File: src/hw/opz_pkg.sv
// Package: shared constants and types for the ODT power-down and ZQ calibration ends
package opz_pkg;
    // Command encodings on the command bus
    typedef enum logic [2:0] {
        OPZ_CMD_NOP   = 3'h0,
        OPZ_CMD_REF   = 3'h1,
        OPZ_CMD_ZQCL  = 3'h2,
        OPZ_CMD_ZQCS  = 3'h3,
        OPZ_CMD_SRX   = 3'h4,
        OPZ_CMD_OTHER = 3'h5
    } opz_cmd_e;

    // Link clock cycle time in ns, latencies in link cycles
    localparam int unsigned OPZ_TCK_NS      = 160;
    localparam int unsigned OPZ_WL          = 5;
    localparam int unsigned OPZ_TANPD       = OPZ_WL - 1;
    localparam int unsigned OPZ_ODTLON      = OPZ_WL - 2;
    localparam int unsigned OPZ_ODTLOFF     = OPZ_WL - 2;
    localparam int unsigned OPZ_TCPDED      = 1;
    localparam int unsigned OPZ_TRFC        = 44;
    localparam int unsigned OPZ_TXPDLL      = 10;
    localparam int unsigned OPZ_TXS         = 48;
    localparam int unsigned OPZ_TRP         = 4;
    localparam int unsigned OPZ_TZQINIT     = 512;
    localparam int unsigned OPZ_TZQOPER     = 256;
    localparam int unsigned OPZ_TZQCS       = 64;
    // Asynchronous delays in ns, converted to ref_clk cycles (5 ns)
    localparam int unsigned OPZ_REF_NS      = 5;
    localparam int unsigned OPZ_TAONPD_NS   = 2;
    localparam int unsigned OPZ_TAONPD_CYC  =
        (OPZ_TAONPD_NS + OPZ_REF_NS - 1) / OPZ_REF_NS;
    localparam int unsigned OPZ_TAOFPD_NS   = 2;
    localparam int unsigned OPZ_TAOFPD_CYC  =
        (OPZ_TAOFPD_NS + OPZ_REF_NS - 1) / OPZ_REF_NS;
    localparam int unsigned OPZ_CNT_W       = 10;
    localparam int unsigned OPZ_SYN_DEPTH   = 3;
endpackage : opz_pkg

File: src/hw/opz_link_if.sv
// Interface: link between controller and memory device
`timescale 1ns/1ps
interface opz_link_if;
    logic                      ck;
    logic                      cke;
    logic                      odt;
    logic [2:0]                cmd;
    logic                      dq_oe_dev;
    logic                      dq_oe_ctl;

    modport ctl (output ck, output cke, output odt, output cmd, output dq_oe_ctl);
    modport dev (input ck, input cke, input odt, input cmd, output dq_oe_dev);
endinterface : opz_link_if

File: src/hw/opz_dev.sv
// Device end: asynchronous ODT, power-down transition windows, ZQ calibration
`timescale 1ns/1ps
module opz_dev
    import opz_pkg::*;
(
    input  wire logic                  ref_clk,
    input  wire logic                  rst_n,
    input  wire logic                  clk_en,
    opz_link_if.dev                    link,
    input  wire logic                  dll_frozen_pd,
    output logic                       rtt_on,
    output logic                       async_mode,
    output logic                       odt_window,
    output logic                       zq_busy,
    output logic                       zq_current_on,
    output logic                       drv_updated,
    output logic [OPZ_CNT_W-1:0]       cal_code
);
    import opz_pkg::*;

    typedef enum logic [1:0] {
        OPZ_ZQ_IDLE = 2'b00,
        OPZ_ZQ_CAL  = 2'b01,
        OPZ_ZQ_XFER = 2'b10
    } opz_zq_e;

    // ==============================================
    // Input synchronisers
    logic [OPZ_SYN_DEPTH-1:0] ck_sy_ff, cke_sy_ff, odt_sy_ff;
    logic [2:0]               cmd_s1_ff, cmd_s2_ff, cmd_s3_ff;
    logic                     ck_q_ff, cke_q_ff, odt_q_ff;

    // Three stages; a value counts once stages two and three agree
    always_ff @(posedge ref_clk or negedge rst_n) begin
        if (!rst_n) begin
            ck_sy_ff  <= '0;
            cke_sy_ff <= '0;
            odt_sy_ff <= '0;
            cmd_s1_ff <= 3'h0;
            cmd_s2_ff <= 3'h0;
            cmd_s3_ff <= 3'h0;
        end else if (clk_en) begin
            ck_sy_ff  <= {ck_sy_ff[1:0], link.ck};
            cke_sy_ff <= {cke_sy_ff[1:0], link.cke};
            odt_sy_ff <= {odt_sy_ff[1:0], link.odt};
            cmd_s1_ff <= link.cmd;
            cmd_s2_ff <= cmd_s1_ff;
            cmd_s3_ff <= cmd_s2_ff;
        end
    end

    // Filtered levels
    always_ff @(posedge ref_clk or negedge rst_n) begin
        if (!rst_n) begin
            ck_q_ff  <= 1'b0;
            cke_q_ff <= 1'b0;
            odt_q_ff <= 1'b0;
        end else if (clk_en) begin
            if (ck_sy_ff[1] == ck_sy_ff[2])   ck_q_ff  <= ck_sy_ff[2];
            if (cke_sy_ff[1] == cke_sy_ff[2]) cke_q_ff <= cke_sy_ff[2];
            if (odt_sy_ff[1] == odt_sy_ff[2]) odt_q_ff <= odt_sy_ff[2];
        end
    end

    // Link rising edge samples CKE, ODT and command
    logic     ck_prev_ff;
    wire      ck_rise = ck_q_ff & ~ck_prev_ff;
    wire      cmd_ok  = (cmd_s2_ff == cmd_s3_ff);
    opz_cmd_e cmd_now;
    assign cmd_now = cmd_ok ? opz_cmd_e'(cmd_s3_ff) : OPZ_CMD_NOP;

    // ==============================================
    // Power-down windows, counted in link cycles
    logic                 cke_reg_ff, pd_ff;
    logic [OPZ_CNT_W-1:0] ent_cnt_ff, exi_cnt_ff, ref_cnt_ff, pre_cnt_ff;
    wire  cke_fall = ck_rise & cke_reg_ff & ~cke_q_ff;
    wire  cke_risen = ck_rise & ~cke_reg_ff & cke_q_ff;
    wire  ref_busy = (ref_cnt_ff != '0);
    // Entry end: later of tCPDED and remaining tRFC
    wire [OPZ_CNT_W-1:0] ent_len = (ref_busy && ref_cnt_ff > OPZ_CNT_W'(OPZ_TCPDED)) ?
                                   ref_cnt_ff : OPZ_CNT_W'(OPZ_TCPDED);
    // A power-down no older than tANPD may still end in an exit whose window
    // reaches back over it, so short power-downs stay inside one window
    wire  exit_pre = pd_ff & (pre_cnt_ff <= OPZ_CNT_W'(OPZ_TANPD));

    always_ff @(posedge ref_clk or negedge rst_n) begin
        if (!rst_n) begin
            ck_prev_ff <= 1'b0;
            cke_reg_ff <= 1'b0;  // Same level the controller drives in reset
            pd_ff      <= 1'b0;
            ent_cnt_ff <= '0;
            exi_cnt_ff <= '0;
            ref_cnt_ff <= '0;
            pre_cnt_ff <= '0;
        end else if (clk_en) begin
            ck_prev_ff <= ck_q_ff;
            if (ck_rise) begin
                cke_reg_ff <= cke_q_ff;
                if (cmd_now == OPZ_CMD_REF)
                    ref_cnt_ff <= OPZ_CNT_W'(OPZ_TRFC);
                else if (ref_busy)
                    ref_cnt_ff <= ref_cnt_ff - 1'b1;
                if (cke_fall && dll_frozen_pd) begin
                    pd_ff      <= 1'b1;
                    ent_cnt_ff <= ent_len;
                    pre_cnt_ff <= '0;
                end else if (ent_cnt_ff != '0)
                    ent_cnt_ff <= ent_cnt_ff - 1'b1;
                if (pd_ff && !cke_q_ff && pre_cnt_ff != '1)
                    pre_cnt_ff <= pre_cnt_ff + 1'b1;
                if (cke_risen && pd_ff) begin
                    pd_ff      <= 1'b0;
                    exi_cnt_ff <= OPZ_CNT_W'(OPZ_TXPDLL);
                end else if (exi_cnt_ff != '0)
                    exi_cnt_ff <= exi_cnt_ff - 1'b1;
            end
        end
    end

    // Window as far as the device can know it; the part of the entry window
    // before CKE was registered low has already passed unseen
    wire  in_window = (ent_cnt_ff != '0) | (exi_cnt_ff != '0) | exit_pre
                      | (cke_fall & dll_frozen_pd);
    assign odt_window = in_window;
    assign async_mode = pd_ff & dll_frozen_pd & ~in_window;

    // ==============================================
    // Termination: synchronous ODTLon/ODTLoff or asynchronous delay
    logic [OPZ_ODTLON:0]  odt_pipe_ff;
    logic [3:0]           adly_ff;
    wire  sync_target  = odt_pipe_ff[OPZ_ODTLON];
    // Asynchronous path takes the pin directly, with no AL added
    wire  async_target = adly_ff[OPZ_TAONPD_CYC];
    // Inside a window either response is legal; taking the earlier turn-on and
    // the later turn-off of the two keeps the change within the combined min/max bounds
    wire  rtt_next = zq_busy ? 1'b0 :
                     async_mode ? async_target :
                     in_window ? (sync_target | async_target) & (sync_target | odt_q_ff)
                               : sync_target;

    always_ff @(posedge ref_clk or negedge rst_n) begin
        if (!rst_n) begin
            odt_pipe_ff <= '0;
            adly_ff     <= '0;
            rtt_on      <= 1'b0;
        end else if (clk_en) begin
            adly_ff <= {adly_ff[2:0], odt_q_ff};
            if (ck_rise) begin
                odt_pipe_ff <= {odt_pipe_ff[OPZ_ODTLON-1:0], odt_q_ff};
            end
            rtt_on <= rtt_next;
        end
    end

    // ==============================================
    // ZQ calibration engine
    opz_zq_e              zq_st_ff, nxt_zq_st;
    logic                 zq_first_ff, zq_long_ff;
    logic [OPZ_CNT_W-1:0] zq_cnt_ff;
    wire  zq_long_cmd  = ck_rise & (cmd_now == OPZ_CMD_ZQCL);
    wire  zq_short_cmd = ck_rise & (cmd_now == OPZ_CMD_ZQCS);
    // Long command after reset gets tZQinit, later ones tZQoper
    wire [OPZ_CNT_W-1:0] zq_len = zq_long_cmd ?
        (zq_first_ff ? OPZ_CNT_W'(OPZ_TZQINIT) : OPZ_CNT_W'(OPZ_TZQOPER))
        : OPZ_CNT_W'(OPZ_TZQCS);

    always_comb begin
        nxt_zq_st = zq_st_ff;
        unique case (zq_st_ff)
            OPZ_ZQ_IDLE: if (zq_long_cmd || zq_short_cmd) nxt_zq_st = OPZ_ZQ_CAL;
            OPZ_ZQ_CAL:  if (ck_rise && zq_cnt_ff == 10'h1) nxt_zq_st = OPZ_ZQ_XFER;
            OPZ_ZQ_XFER: nxt_zq_st = OPZ_ZQ_IDLE;
            default:     nxt_zq_st = OPZ_ZQ_IDLE;
        endcase
    end

    // Engine counts, then transfers its code into the drivers
    always_ff @(posedge ref_clk or negedge rst_n) begin
        if (!rst_n) begin
            zq_st_ff    <= OPZ_ZQ_IDLE;
            zq_first_ff <= 1'b1;
            zq_long_ff  <= 1'b0;
            zq_cnt_ff   <= '0;
            cal_code    <= '0;
            drv_updated <= 1'b0;
        end else if (clk_en) begin
            zq_st_ff    <= nxt_zq_st;
            drv_updated <= 1'b0;
            if (zq_st_ff == OPZ_ZQ_IDLE && (zq_long_cmd || zq_short_cmd)) begin
                zq_cnt_ff  <= zq_len;
                zq_long_ff <= zq_long_cmd;
                if (zq_long_cmd) zq_first_ff <= 1'b0;
            end else if (zq_st_ff == OPZ_ZQ_CAL && ck_rise)
                zq_cnt_ff <= zq_cnt_ff - 1'b1;
            if (zq_st_ff == OPZ_ZQ_XFER) begin
                cal_code    <= cal_code + (zq_long_ff ? 10'h2 : 10'h1);
                drv_updated <= 1'b1;
            end
        end
    end

    assign zq_busy       = (zq_st_ff != OPZ_ZQ_IDLE);
    assign zq_current_on = (zq_st_ff == OPZ_ZQ_CAL);
    assign link.dq_oe_dev = 1'b0;
endmodule : opz_dev

File: src/flat_wrapper.sv
// flat-port wrapper written by rule: the top's interface ports become plain ports
module opz_dev_flat import opz_pkg::*;
  (ref_clk, rst_n, clk_en, dll_frozen_pd, rtt_on, async_mode, odt_window, zq_busy, zq_current_on, drv_updated, cal_code, link_ck, link_cke, link_odt, link_cmd, link_dq_oe_dev);
  opz_link_if link_i ();
  input  wire logic ref_clk;
  input  wire logic rst_n;
  input  wire logic clk_en;
  input  wire logic dll_frozen_pd;
  output logic rtt_on;
  output logic async_mode;
  output logic odt_window;
  output logic zq_busy;
  output logic zq_current_on;
  output logic drv_updated;
  output logic [OPZ_CNT_W-1:0] cal_code;
  input wire logic [$bits(link_i.ck)-1:0] link_ck;
  input wire logic [$bits(link_i.cke)-1:0] link_cke;
  input wire logic [$bits(link_i.odt)-1:0] link_odt;
  input wire logic [$bits(link_i.cmd)-1:0] link_cmd;
  output wire logic [$bits(link_i.dq_oe_dev)-1:0] link_dq_oe_dev;
  assign link_i.ck = link_ck;
  assign link_i.cke = link_cke;
  assign link_i.odt = link_odt;
  assign link_i.cmd = link_cmd;
  assign link_dq_oe_dev = link_i.dq_oe_dev;
  opz_dev u_core (.ref_clk(ref_clk), .rst_n(rst_n), .clk_en(clk_en), .link(link_i), .dll_frozen_pd(dll_frozen_pd), .rtt_on(rtt_on), .async_mode(async_mode), .odt_window(odt_window), .zq_busy(zq_busy), .zq_current_on(zq_current_on), .drv_updated(drv_updated), .cal_code(cal_code));
endmodule
File: config.mk
export PLATFORM = sky130hd
export DESIGN_NAME = opz_dev_flat
export DESIGN_NICKNAME = d
export VERILOG_FILES = /design/src/hw/opz_pkg.sv /design/src/hw/opz_link_if.sv /design/src/hw/opz_dev.sv /design/src/flat_wrapper.sv
export SDC_FILE = /design/constraint.sdc
export NUM_CORES = 1
export LEC_CHECK = 0
export ABC_CLOCK_PERIOD_IN_PS = 2500
export BUFFER_PORTS_ARGS = -buffer_cell sky130_fd_sc_hd__buf_2
export CAP_MARGIN = 30
export CORE_MARGIN = 2
export CORE_UTILIZATION = 60
export CTS_CLUSTER_DIAMETER = 30
export CTS_CLUSTER_SIZE = 8
export DETAILED_ROUTE_END_ITERATION = 12
export PLACE_DENSITY = 0.79
export SLEW_MARGIN = 20
export SYNTH_ARGS = -nofsm -noshare
export SYNTH_HDL_FRONTEND = slang
export SYNTH_SLANG_ARGS = --single-unit
File: constraint.sdc
create_clock -name ref_clk -period 2.5 [get_ports ref_clk]
set_input_delay 0.125 -clock ref_clk [delete_from_list [all_inputs] [get_ports ref_clk]]
set_output_delay 0.125 -clock ref_clk [all_outputs]
set_load 0.005 [all_outputs]
==> flow_summary.yaml, run 1 <==
cts:
  cts-buffers-inserted: 9
  ctsHoldBuffers: 7
  cts_buffer_depth: 2
  clkTransAtPathRegs_ps: 100
  htreeDepth: 3
  tritoncts: "done"
  root_buffer: "clkbuf_8"
  post_cts_buffers: 0
  clock-sinks: 96
  cts_resized: 0
  clock_latency_ps: 380
worst_setup_path:
  timing.rr.end: "u_core.ent_cnt_ff[8]"
  crit_path_end_kind: "primary output"
  cp-startpoint: "u_core.exi_cnt_ff[4]"
  r2r_start: "u_core.ent_cnt_ff[0]"
  cp.required_ps: 2380
  worst-path-max-fanout: 5
  worst_ep_arrival_time_ps: 2190
  setup.worst_path.class: "flop to primary output"
  worstRegToRegCells: 7
  worstSetupStartpointType: "flop"
  rrSetupSlack_ps: 370
finish:
  post-route-cell-area_sq_um: 5478
  area_delta_synth_final_pct: 11.31
  final_common_cell: "dfrtp_1"
  diodes: 0
  drive_gt1_frac: 0.1629
  final_util: 0.6769
  final_nets: 552
  final_cell_mix: "dfrtp_1 (95), nor2_1 (62), nand2_1 (49), o21ai_0 (24), buf_2 (24)"
  final_cells: 639
global_routing:
  grt_pass1_vias: 3643
  antenna_found_initial: 0
  grt-ovfl-total: 0
  grt_pass1_wl_um: 16930
  grt_usage: 0.2430
  grt_max_degree: 62
die:
  fp.dieW_um: 94.56
  ios: 27
  row_count: 33
  start_util: 0.6081
  core_region_area_sq_um: 8093
  dieArea_sq_um: 8942
  die_h_um: 94.56
placement:
  post-dp-hpwl_um: 6988
  pre_cts_ws_ps: 399.7
  placedInstanceArea_sq_um: 5196
  gp_congestion: 0.8245
  numPortBuffers: 25
  dp_cells: 616
synth:
  synthCells: 493
  synth_area_sq_um: 4921
  yosysWarnings: 0
  yosys_most_used_dff: "dfrtp_1"
  synth_edf_count: 0
  synth_fp_nets: 516
  ys_seq_area_frac: 0.4884
  synth_area_per_cell_sq_um: 9.982
  ys_ff_latch: 96
  yosysUniqueCellTypes: 63
  async_flop_share: 1.000
timing:
  fin_crit_ps: 2313
  period_share: 0.9252
  fmax_mhz: 432.3
  finalMaxSlewViolations: 0
  worst_pin_slew_ps: 548.8
  fin_skew_ps: 12.31
  rsz0062_at_grt: "no"
  finalWorstSetupSlack_ps: 186.9
  setup_viol: 0
  setup_tns_ps: 0
  slew_headroom: 0.6328
  hold_viol: 0
hold_path:
  hold-path-endpoint: "u_core.ck_q_ff"
  min-delay-start: "clk_en"
  hold_class: "input port to flop"
  hold_depth: 3
route:
  ant_nets: 0
  wirelength_um: 10080
  drt_first_pass_iters: 4
  vias_per_cell: 5.840
  via_count: 3732
  drt-initial-drc-count: 270
  routedWlPerCell_um: 15.77
  drc: 0
power_and_ir_drop:
  ir_drop_v: 0.0004963
  p_leak_nw: 2.432
  powerDensity_nw_per_um2: 928.4
job:
  drv_cap: 0
outcome:
  status: "completed"
[flip-flops by register name, summed over array words and instances, names as in the netlist, 3 cells and up]
signal,cells
u_core.odt_sy_ff,3
u_core.ent_cnt_ff,10
u_core.cmd_s1_ff,3
u_core.pre_cnt_ff,10
u_core.cke_sy_ff,3
u_core.exi_cnt_ff,10
u_core.cmd_s2_ff,3
u_core.ref_cnt_ff,10
u_core.zq_cnt_ff,10
u_core.odt_pipe_ff,4
u_core.cmd_s3_ff,3
u_core.cal_code,10
u_core.ck_sy_ff,3
[Yosys cell counts, drive strengths merged, types with 4 or more instances]
cell     number  area (sq um)
a2111oi       4         47.55
a211oi        4         30.03
a21oi        20         100.1
a22o          4         35.03
a31oi         7         43.79
and2          4         25.03
buf           6         30.03
clkbuf       11         41.29
dfrtp        95          2377
ha           12         150.1
inv          21         78.83
mux2         23         259.0
nand2        49         183.9
nand2b        6         40.04
nand3        14         70.07
nand3b        4         30.03
nand4         7         43.79
nor2         62         232.7
nor3         10         50.05
nor3b         5         37.54
nor4         12         105.1
nor4b         4         50.05
o21ai        26         130.1
or4           4         37.53
xnor2        23         201.4
xor2         15         131.4
[per-stage QoR]
stage | power (mW) | hold WS (ps)
final | 5.085 | 172.4
after global routing | 5.415 | 196.0
after CTS | 5.074 | 174.0
after detailed placement | 3.997 | 116.4
after global placement | 3.899 | 114.5
after floorplan | 3.524 | -170.6
[worst max-delay path, cell delays in order, from the launching register on]
cell     delay [ps]
dfrtp_1         450
nor4_4          390
and3_1          290
nand2_1          70
nor4_1          420
buf_2           200
[metal layers]
layer | GRT usage | routed length (um) | vias up
met4 | 0.07126 | 119 | 0
met5 | 0 | 0 | -
met3 | 0.05028 | 375 | 12
li1 | - | - | 1808
met2 | 0.4071 | 5024 | 82
met1 | 0.3211 | 4559 | 1830
[report_power, final]
group          leakage (nW)  switching (mW)  internal, mW  total [mW]
logic                  1.11           0.814         0.705        1.52
clock network         0.105           0.589         0.483        1.07
registers              1.22           0.526          1.97        2.49
[cell families after synthesis]
kind of cell               count (synthesis)  share of synthesized area
buffers and inverters                     38                    0.03051
adders and majority gates                 13                    0.03458
DFF                                       96                     0.4884
xor gates and xnor gates                  38                    0.06763
muxes                                     24                    0.05467
other                                      1                  0.0007620
and+or+nand+nor                          198                     0.2095
AOI/OAI and AO/OA                         85                     0.1139
[area by class of cell]
type,count,area (sq um)
fillers,625,2615
repair buffers,42,285.3
clock inverters,7,87.58
inverters,21,78.83
multi-input cells,359,2367
well taps,105,131.4
clock buffers,9,123.9
flip-flops and latches,96,2404
[worst max path at each step]
stage | slack (ps) | end | cells after the start
finish | 190 | async_mode | 5
global route | 30 | async_mode | 5
CTS | 210 | async_mode | 5
detailed placement | 400 | u_core.pre_cnt_ff[8] | 6
global placement | 470 | u_core.rtt_on | 6
floorplan | 540 | u_core.zq_st_ff[0] | 5
No activity file was read; power rests on OpenSTA's default activity.
==> run 2: changes to the inputs <==
- CAP_MARGIN: 30 -> 25
- CORE_MARGIN: 2 -> not set
- CTS_BUF_LIST: not set -> sky130_fd_sc_hd__clkbuf_8
==> flow_summary.yaml, run 2 (synthesis results as in run 1) <==
outcome:
  status: "completed"
finish:
  area_delta_synth_final_pct: 11.52
  final_nets: 552
  final_common_cell: "dfrtp_1"
  diodes: 0
  final_cells: 636
  final_util: 0.6993
  drive_gt1_frac: 0.1648
  final_cell_mix: "dfrtp_1 (95), nor2_1 (62), nand2_1 (49), o21ai_0 (24), buf_2 (24)"
die:
  row_count: 32
  ios: 27
  start_util: 0.6271
  fp.dieW_um: 92.56
  dieArea_sq_um: 8567
  die_h_um: 92.56
  core_region_area_sq_um: 7848
timing:
  setup_tns_ps: 0
  fin_crit_ps: 2227
  slew_headroom: 0.3978
  finalMaxSlewViolations: 0
  worst_pin_slew_ps: 897.3
  period_share: 0.8909
  fin_skew_ps: 11.23
  worst_hold_slack_ps: 0.7388
  setup_viol: 0
  fmax_mhz: 449.0
  finalWorstSetupSlack_ps: 272.9
  hold_viol: 0
  rsz0062_at_grt: "no"
placement:
  gp_congestion: 0.8883
  dp_cells: 614
  pre_cts_ws_ps: 338.3
  post-dp-hpwl_um: 6828
  numPortBuffers: 25
power_and_ir_drop:
  p_sw_mw: 1.901
  internal_power_mw: 3.266
  comb_power_share: 0.293
  ir_drop_v: 0.0007014
  p_leak_nw: 2.442
  p_clk_frac: 0.224
  sequentialPowerShare: 0.483
  powerDensity_nw_per_um2: 941.7
  swShare: 0.3679
worst_setup_path:
  slowest_delay_ps: 460
  cp.required_ps: 2380
  crit_path_end_kind: "primary output"
  rrSetupSlack_ps: 290
  worst-path-max-fanout: 5
  crit_path_end: "async_mode"
  worst_ep_arrival_time_ps: 2100
  path_cells: "nor4_4 -> and3_1 -> nand2_1 -> nor4_1 -> buf_2"
  cp-startpoint: "u_core.exi_cnt_ff[4]"
  worstRegToRegCells: 5
  worst-path-stages: 5
  path_delay_family: "simple AND/OR/NAND/NOR gates"
  slowest_stage: "dfrtp_1"
  crit_buf_inv: 1
  timing.rr.end: "u_core.zq_cnt_ff[9]"
  r2r_start: "u_core.zq_cnt_ff[5]"
  worstSetupStartpointType: "flop"
  setup.worst_path.class: "flop to primary output"
cts:
  htreeDepth: 3
  cts_resized: 0
  cts-buffers-inserted: 9
  root_buffer: "clkbuf_8"
  cts_buffer_depth: 2
  clkTransAtPathRegs_ps: 100
  clock-sinks: 96
  tritoncts: "done"
  clock_latency_ps: 360
global_routing:
  grt_pass1_vias: 3645
  grt_pass1_wl_um: 17180
  antenna_found_initial: 0
  grt_usage: 0.2546
  grt-ovfl-total: 0
  grt_max_degree: 39
job:
  drv_cap: 0
route:
  drt-initial-drc-count: 235
  via_count: 3764
  drt_first_pass_iters: 5
  drc: 0
  routedWlPerCell_um: 15.87
  ant_nets: 0
  vias_per_cell: 5.918
  wirelength_um: 10090
hold_path:
  hold_class: "input port to flop"
## run 2: what timing repair did
item                       in CTS  in global routing
setup buffers                   0                  0
hold endpoints to repair       41                  0
hold buffers                    6                  0
setup endpoints to repair       0                  0
## run 2: power by group through the flow
stage,clock network [mW],logic [mW],registers (mW)
2_1_floorplan,0,1.17,2.36
3_3_place_gp,0,1.42,2.46
3_5_place_dp,0,1.49,2.50
4_1_cts,1.17,1.52,2.48
5_1_grt,1.23,1.72,2.55
6_report,1.16,1.51,2.49
## run 2: worst min-delay path by stage
stage | cells after the start | start | endpoint
final | 2 | link_cmd[2] | u_core.cmd_s1_ff[2]
after detailed placement | 1 | rst_n | u_core.cal_code[9]
after global routing | 2 | link_cmd[2] | u_core.cmd_s1_ff[2]
after global placement | 1 | rst_n | u_core.cal_code[9]
after CTS | 2 | link_cmd[2] | u_core.cmd_s1_ff[2]
after floorplan | 0 | rst_n | u_core.adly_ff[0]
## run 2: layout make-up
class / count / area, sq um
repair buffers: 42 / 282.8
flip-flops and latches: 96 / 2404
multi-input cells: 359 / 2367
clock buffers: 10 / 137.6
well taps: 102 / 127.6
fillers: 610 / 2360
clock inverters: 6 / 90.09
inverters: 21 / 78.83
## run 2: per-stage QoR
step                area, sq um  total power [mW]
floorplan                  4921             3.524
global placement           5200             3.886
detailed placement         5200             3.987
CTS                        5488             5.165
global route               5488             5.503
finish                     5488             5.168
## run 2: metal layers
layer | GRT usage | vias up | wire, um
li1 | - | 1804 | -
met1 | 0.3410 | 1850 | 4602
met2 | 0.4148 | 90 | 4855
met3 | 0.03777 | 20 | 392
met4 | 0.1068 | 0 | 244
met5 | 0 | - | 0
## run 2: worst register-to-register path: cells and delay by family, from the launching register on
family / cells / cell delay, ps
compound gates: 2 / 240
flops: 1 / 420
simple gates: 3 / 1480
==> run 3: changes to the inputs <==
- PLACE_DENSITY: 0.79 -> not set
- PLACE_DENSITY_LB_ADDON: not set -> 0.2
==> flow_summary.yaml, run 3 (synthesis results as in run 1) <==
worst_setup_path:
  path_cells: "nor4_1 -> nand4b_1 -> o21ai_1 -> a21oi_1 -> a22o_1"
  worst-path-max-fanout: 16
  crit_path_end_kind: "flop"
  worst_ep_arrival_time_ps: 2500
  rrSetupSlack_ps: 250
  setup.worst_path.class: "flop to flop"
  cp.required_ps: 2750
  crit_buf_inv: 0
  r2r_start: "u_core.ent_cnt_ff[4]"
  slowest_delay_ps: 750
  worstSetupStartpointType: "flop"
  path_delay_family: "compound AO/OA/AOI/OAI gates"
  cp-startpoint: "u_core.ent_cnt_ff[4]"
  slowest_stage: "o21ai_1"
hold_path:
  hold_class: "input port to flop"
  min-delay-start: "link_cmd[2]"
cts:
  cts_buffer_depth: 2
  root_buffer: "clkbuf_8"
  clkTransAtPathRegs_ps: 90
  clock_latency_ps: 350
  cts-buffers-inserted: 9
  post_cts_buffers: 0
  cts_resized: 0
  tritoncts: "done"
  htreeDepth: 3
  clock-sinks: 96
finish:
  final_common_cell: "dfrtp_1"
  final_nets: 552
  final_util: 0.6964
  drive_gt1_frac: 0.1629
  diodes: 0
  final_cell_mix: "dfrtp_1 (95), nor2_1 (62), nand2_1 (49), o21ai_0 (24), buf_2 (24)"
  area_delta_synth_final_pct: 11.06
  final_cells: 636
route:
  via_count: 3755
  ant_nets: 0
  wirelength_um: 9460
  top_layer: "met4"
  drt-initial-drc-count: 172
  drc: 0
  wirelength_met1_um: 4258
  vias_per_cell: 5.904
  routedWlPerCell_um: 14.87
  drt_first_pass_iters: 5
  wl_met3_um: 416
  route.met2.wl_um: 4637
timing:
  slew_headroom: 0.3897
  setup_viol: 0
  fmax_mhz: 443.8
  worst_pin_slew_ps: 909.3
  hold_viol: 0
  fin_crit_ps: 2253
  period_share: 0.9013
  fin_skew_ps: 8.769
  finalMaxSlewViolations: 0
  setup_tns_ps: 0
  worst_hold_slack_ps: 16.28
  rsz0062_at_grt: "no"
power_and_ir_drop:
  p_leak_nw: 2.436
  ir_drop_v: 0.0004766
  powerDensity_nw_per_um2: 930.6
die:
  core_region_area_sq_um: 7848
  dieArea_sq_um: 8567
  fp.dieW_um: 92.56
  ios: 27
  die_h_um: 92.56
  row_count: 32
  start_util: 0.6271
global_routing:
  grt-ovfl-total: 0
  grt_pass1_vias: 3653
  antenna_found_initial: 0
  grt_max_degree: 42
  grt_pass1_wl_um: 16420
  grt_usage: 0.2409
outcome:
  status: "completed"
placement:
  numPortBuffers: 25
  gp_congestion: 0.8440
  dp_cells: 614
  post-dp-hpwl_um: 6854
job:
  drv_cap: 0
[run 3: layer usage]
metal	track usage	vias to the layer above
li1	-	1801
met3	0.03202	16
met2	0.4056	103
met1	0.3230	1835
met5	0	-
met4	0.07813	0
[run 3: final cells by class]
cell class,instances,area [sq um]
Inverter,21,78.83
Fill cell,619,2382
Timing Repair Buffer,42,270.3
Sequential cell,96,2404
Clock buffer,9,123.9
Tap cell,102,127.6
Clock inverter,7,93.84
Multi-Input combinational cell,359,2367
[run 3: power by group]
| group | switching, mW | total (mW) | internal, mW |
|---|---|---|---|
| sequential | 0.512 | 2.48 | 1.97 |
| combinational | 0.797 | 1.49 | 0.698 |
| clock | 0.545 | 1.11 | 0.566 |
[run 3: worst reg2reg max path, delay by kind of cell, from the launching register on]
| kind | cells | cell delay (ps) |
|---|---|---|
| AO/OA/AOI/OAI | 3 | 1100 |
| flip-flops | 1 | 430 |
| AND/OR/NAND/NOR | 2 | 620 |
[run 3: metrics by stage]
stage	setup slack [ps]	total power [mW]	cell area, sq um
finish	246.7	5.086	5465
global route	68.20	5.444	5465
CTS	270.9	5.100	5465
detailed placement	302.2	3.977	5187
global placement	413.2	3.888	5187
floorplan	536.5	3.524	4921
[run 3: timing repair]
action | in CTS | in global routing
hold buffers | 6 | 0
endpoints found under the setup margin | 0 | 0
hold endpoints to repair | 42 | 0
[run 3: worst paths after layout]
check,endpoint,cells after the start
worst max-delay path,u_core.ent_cnt_ff[0],5
worst min-delay path,u_core.cmd_s1_ff[2],2
worst max register to register,u_core.ent_cnt_ff[0],5
worst min register to register,u_core.cal_code[9],1
max in group asynchronous,u_core.zq_cnt_ff[9],3
min in group asynchronous,u_core.cal_code[5],2
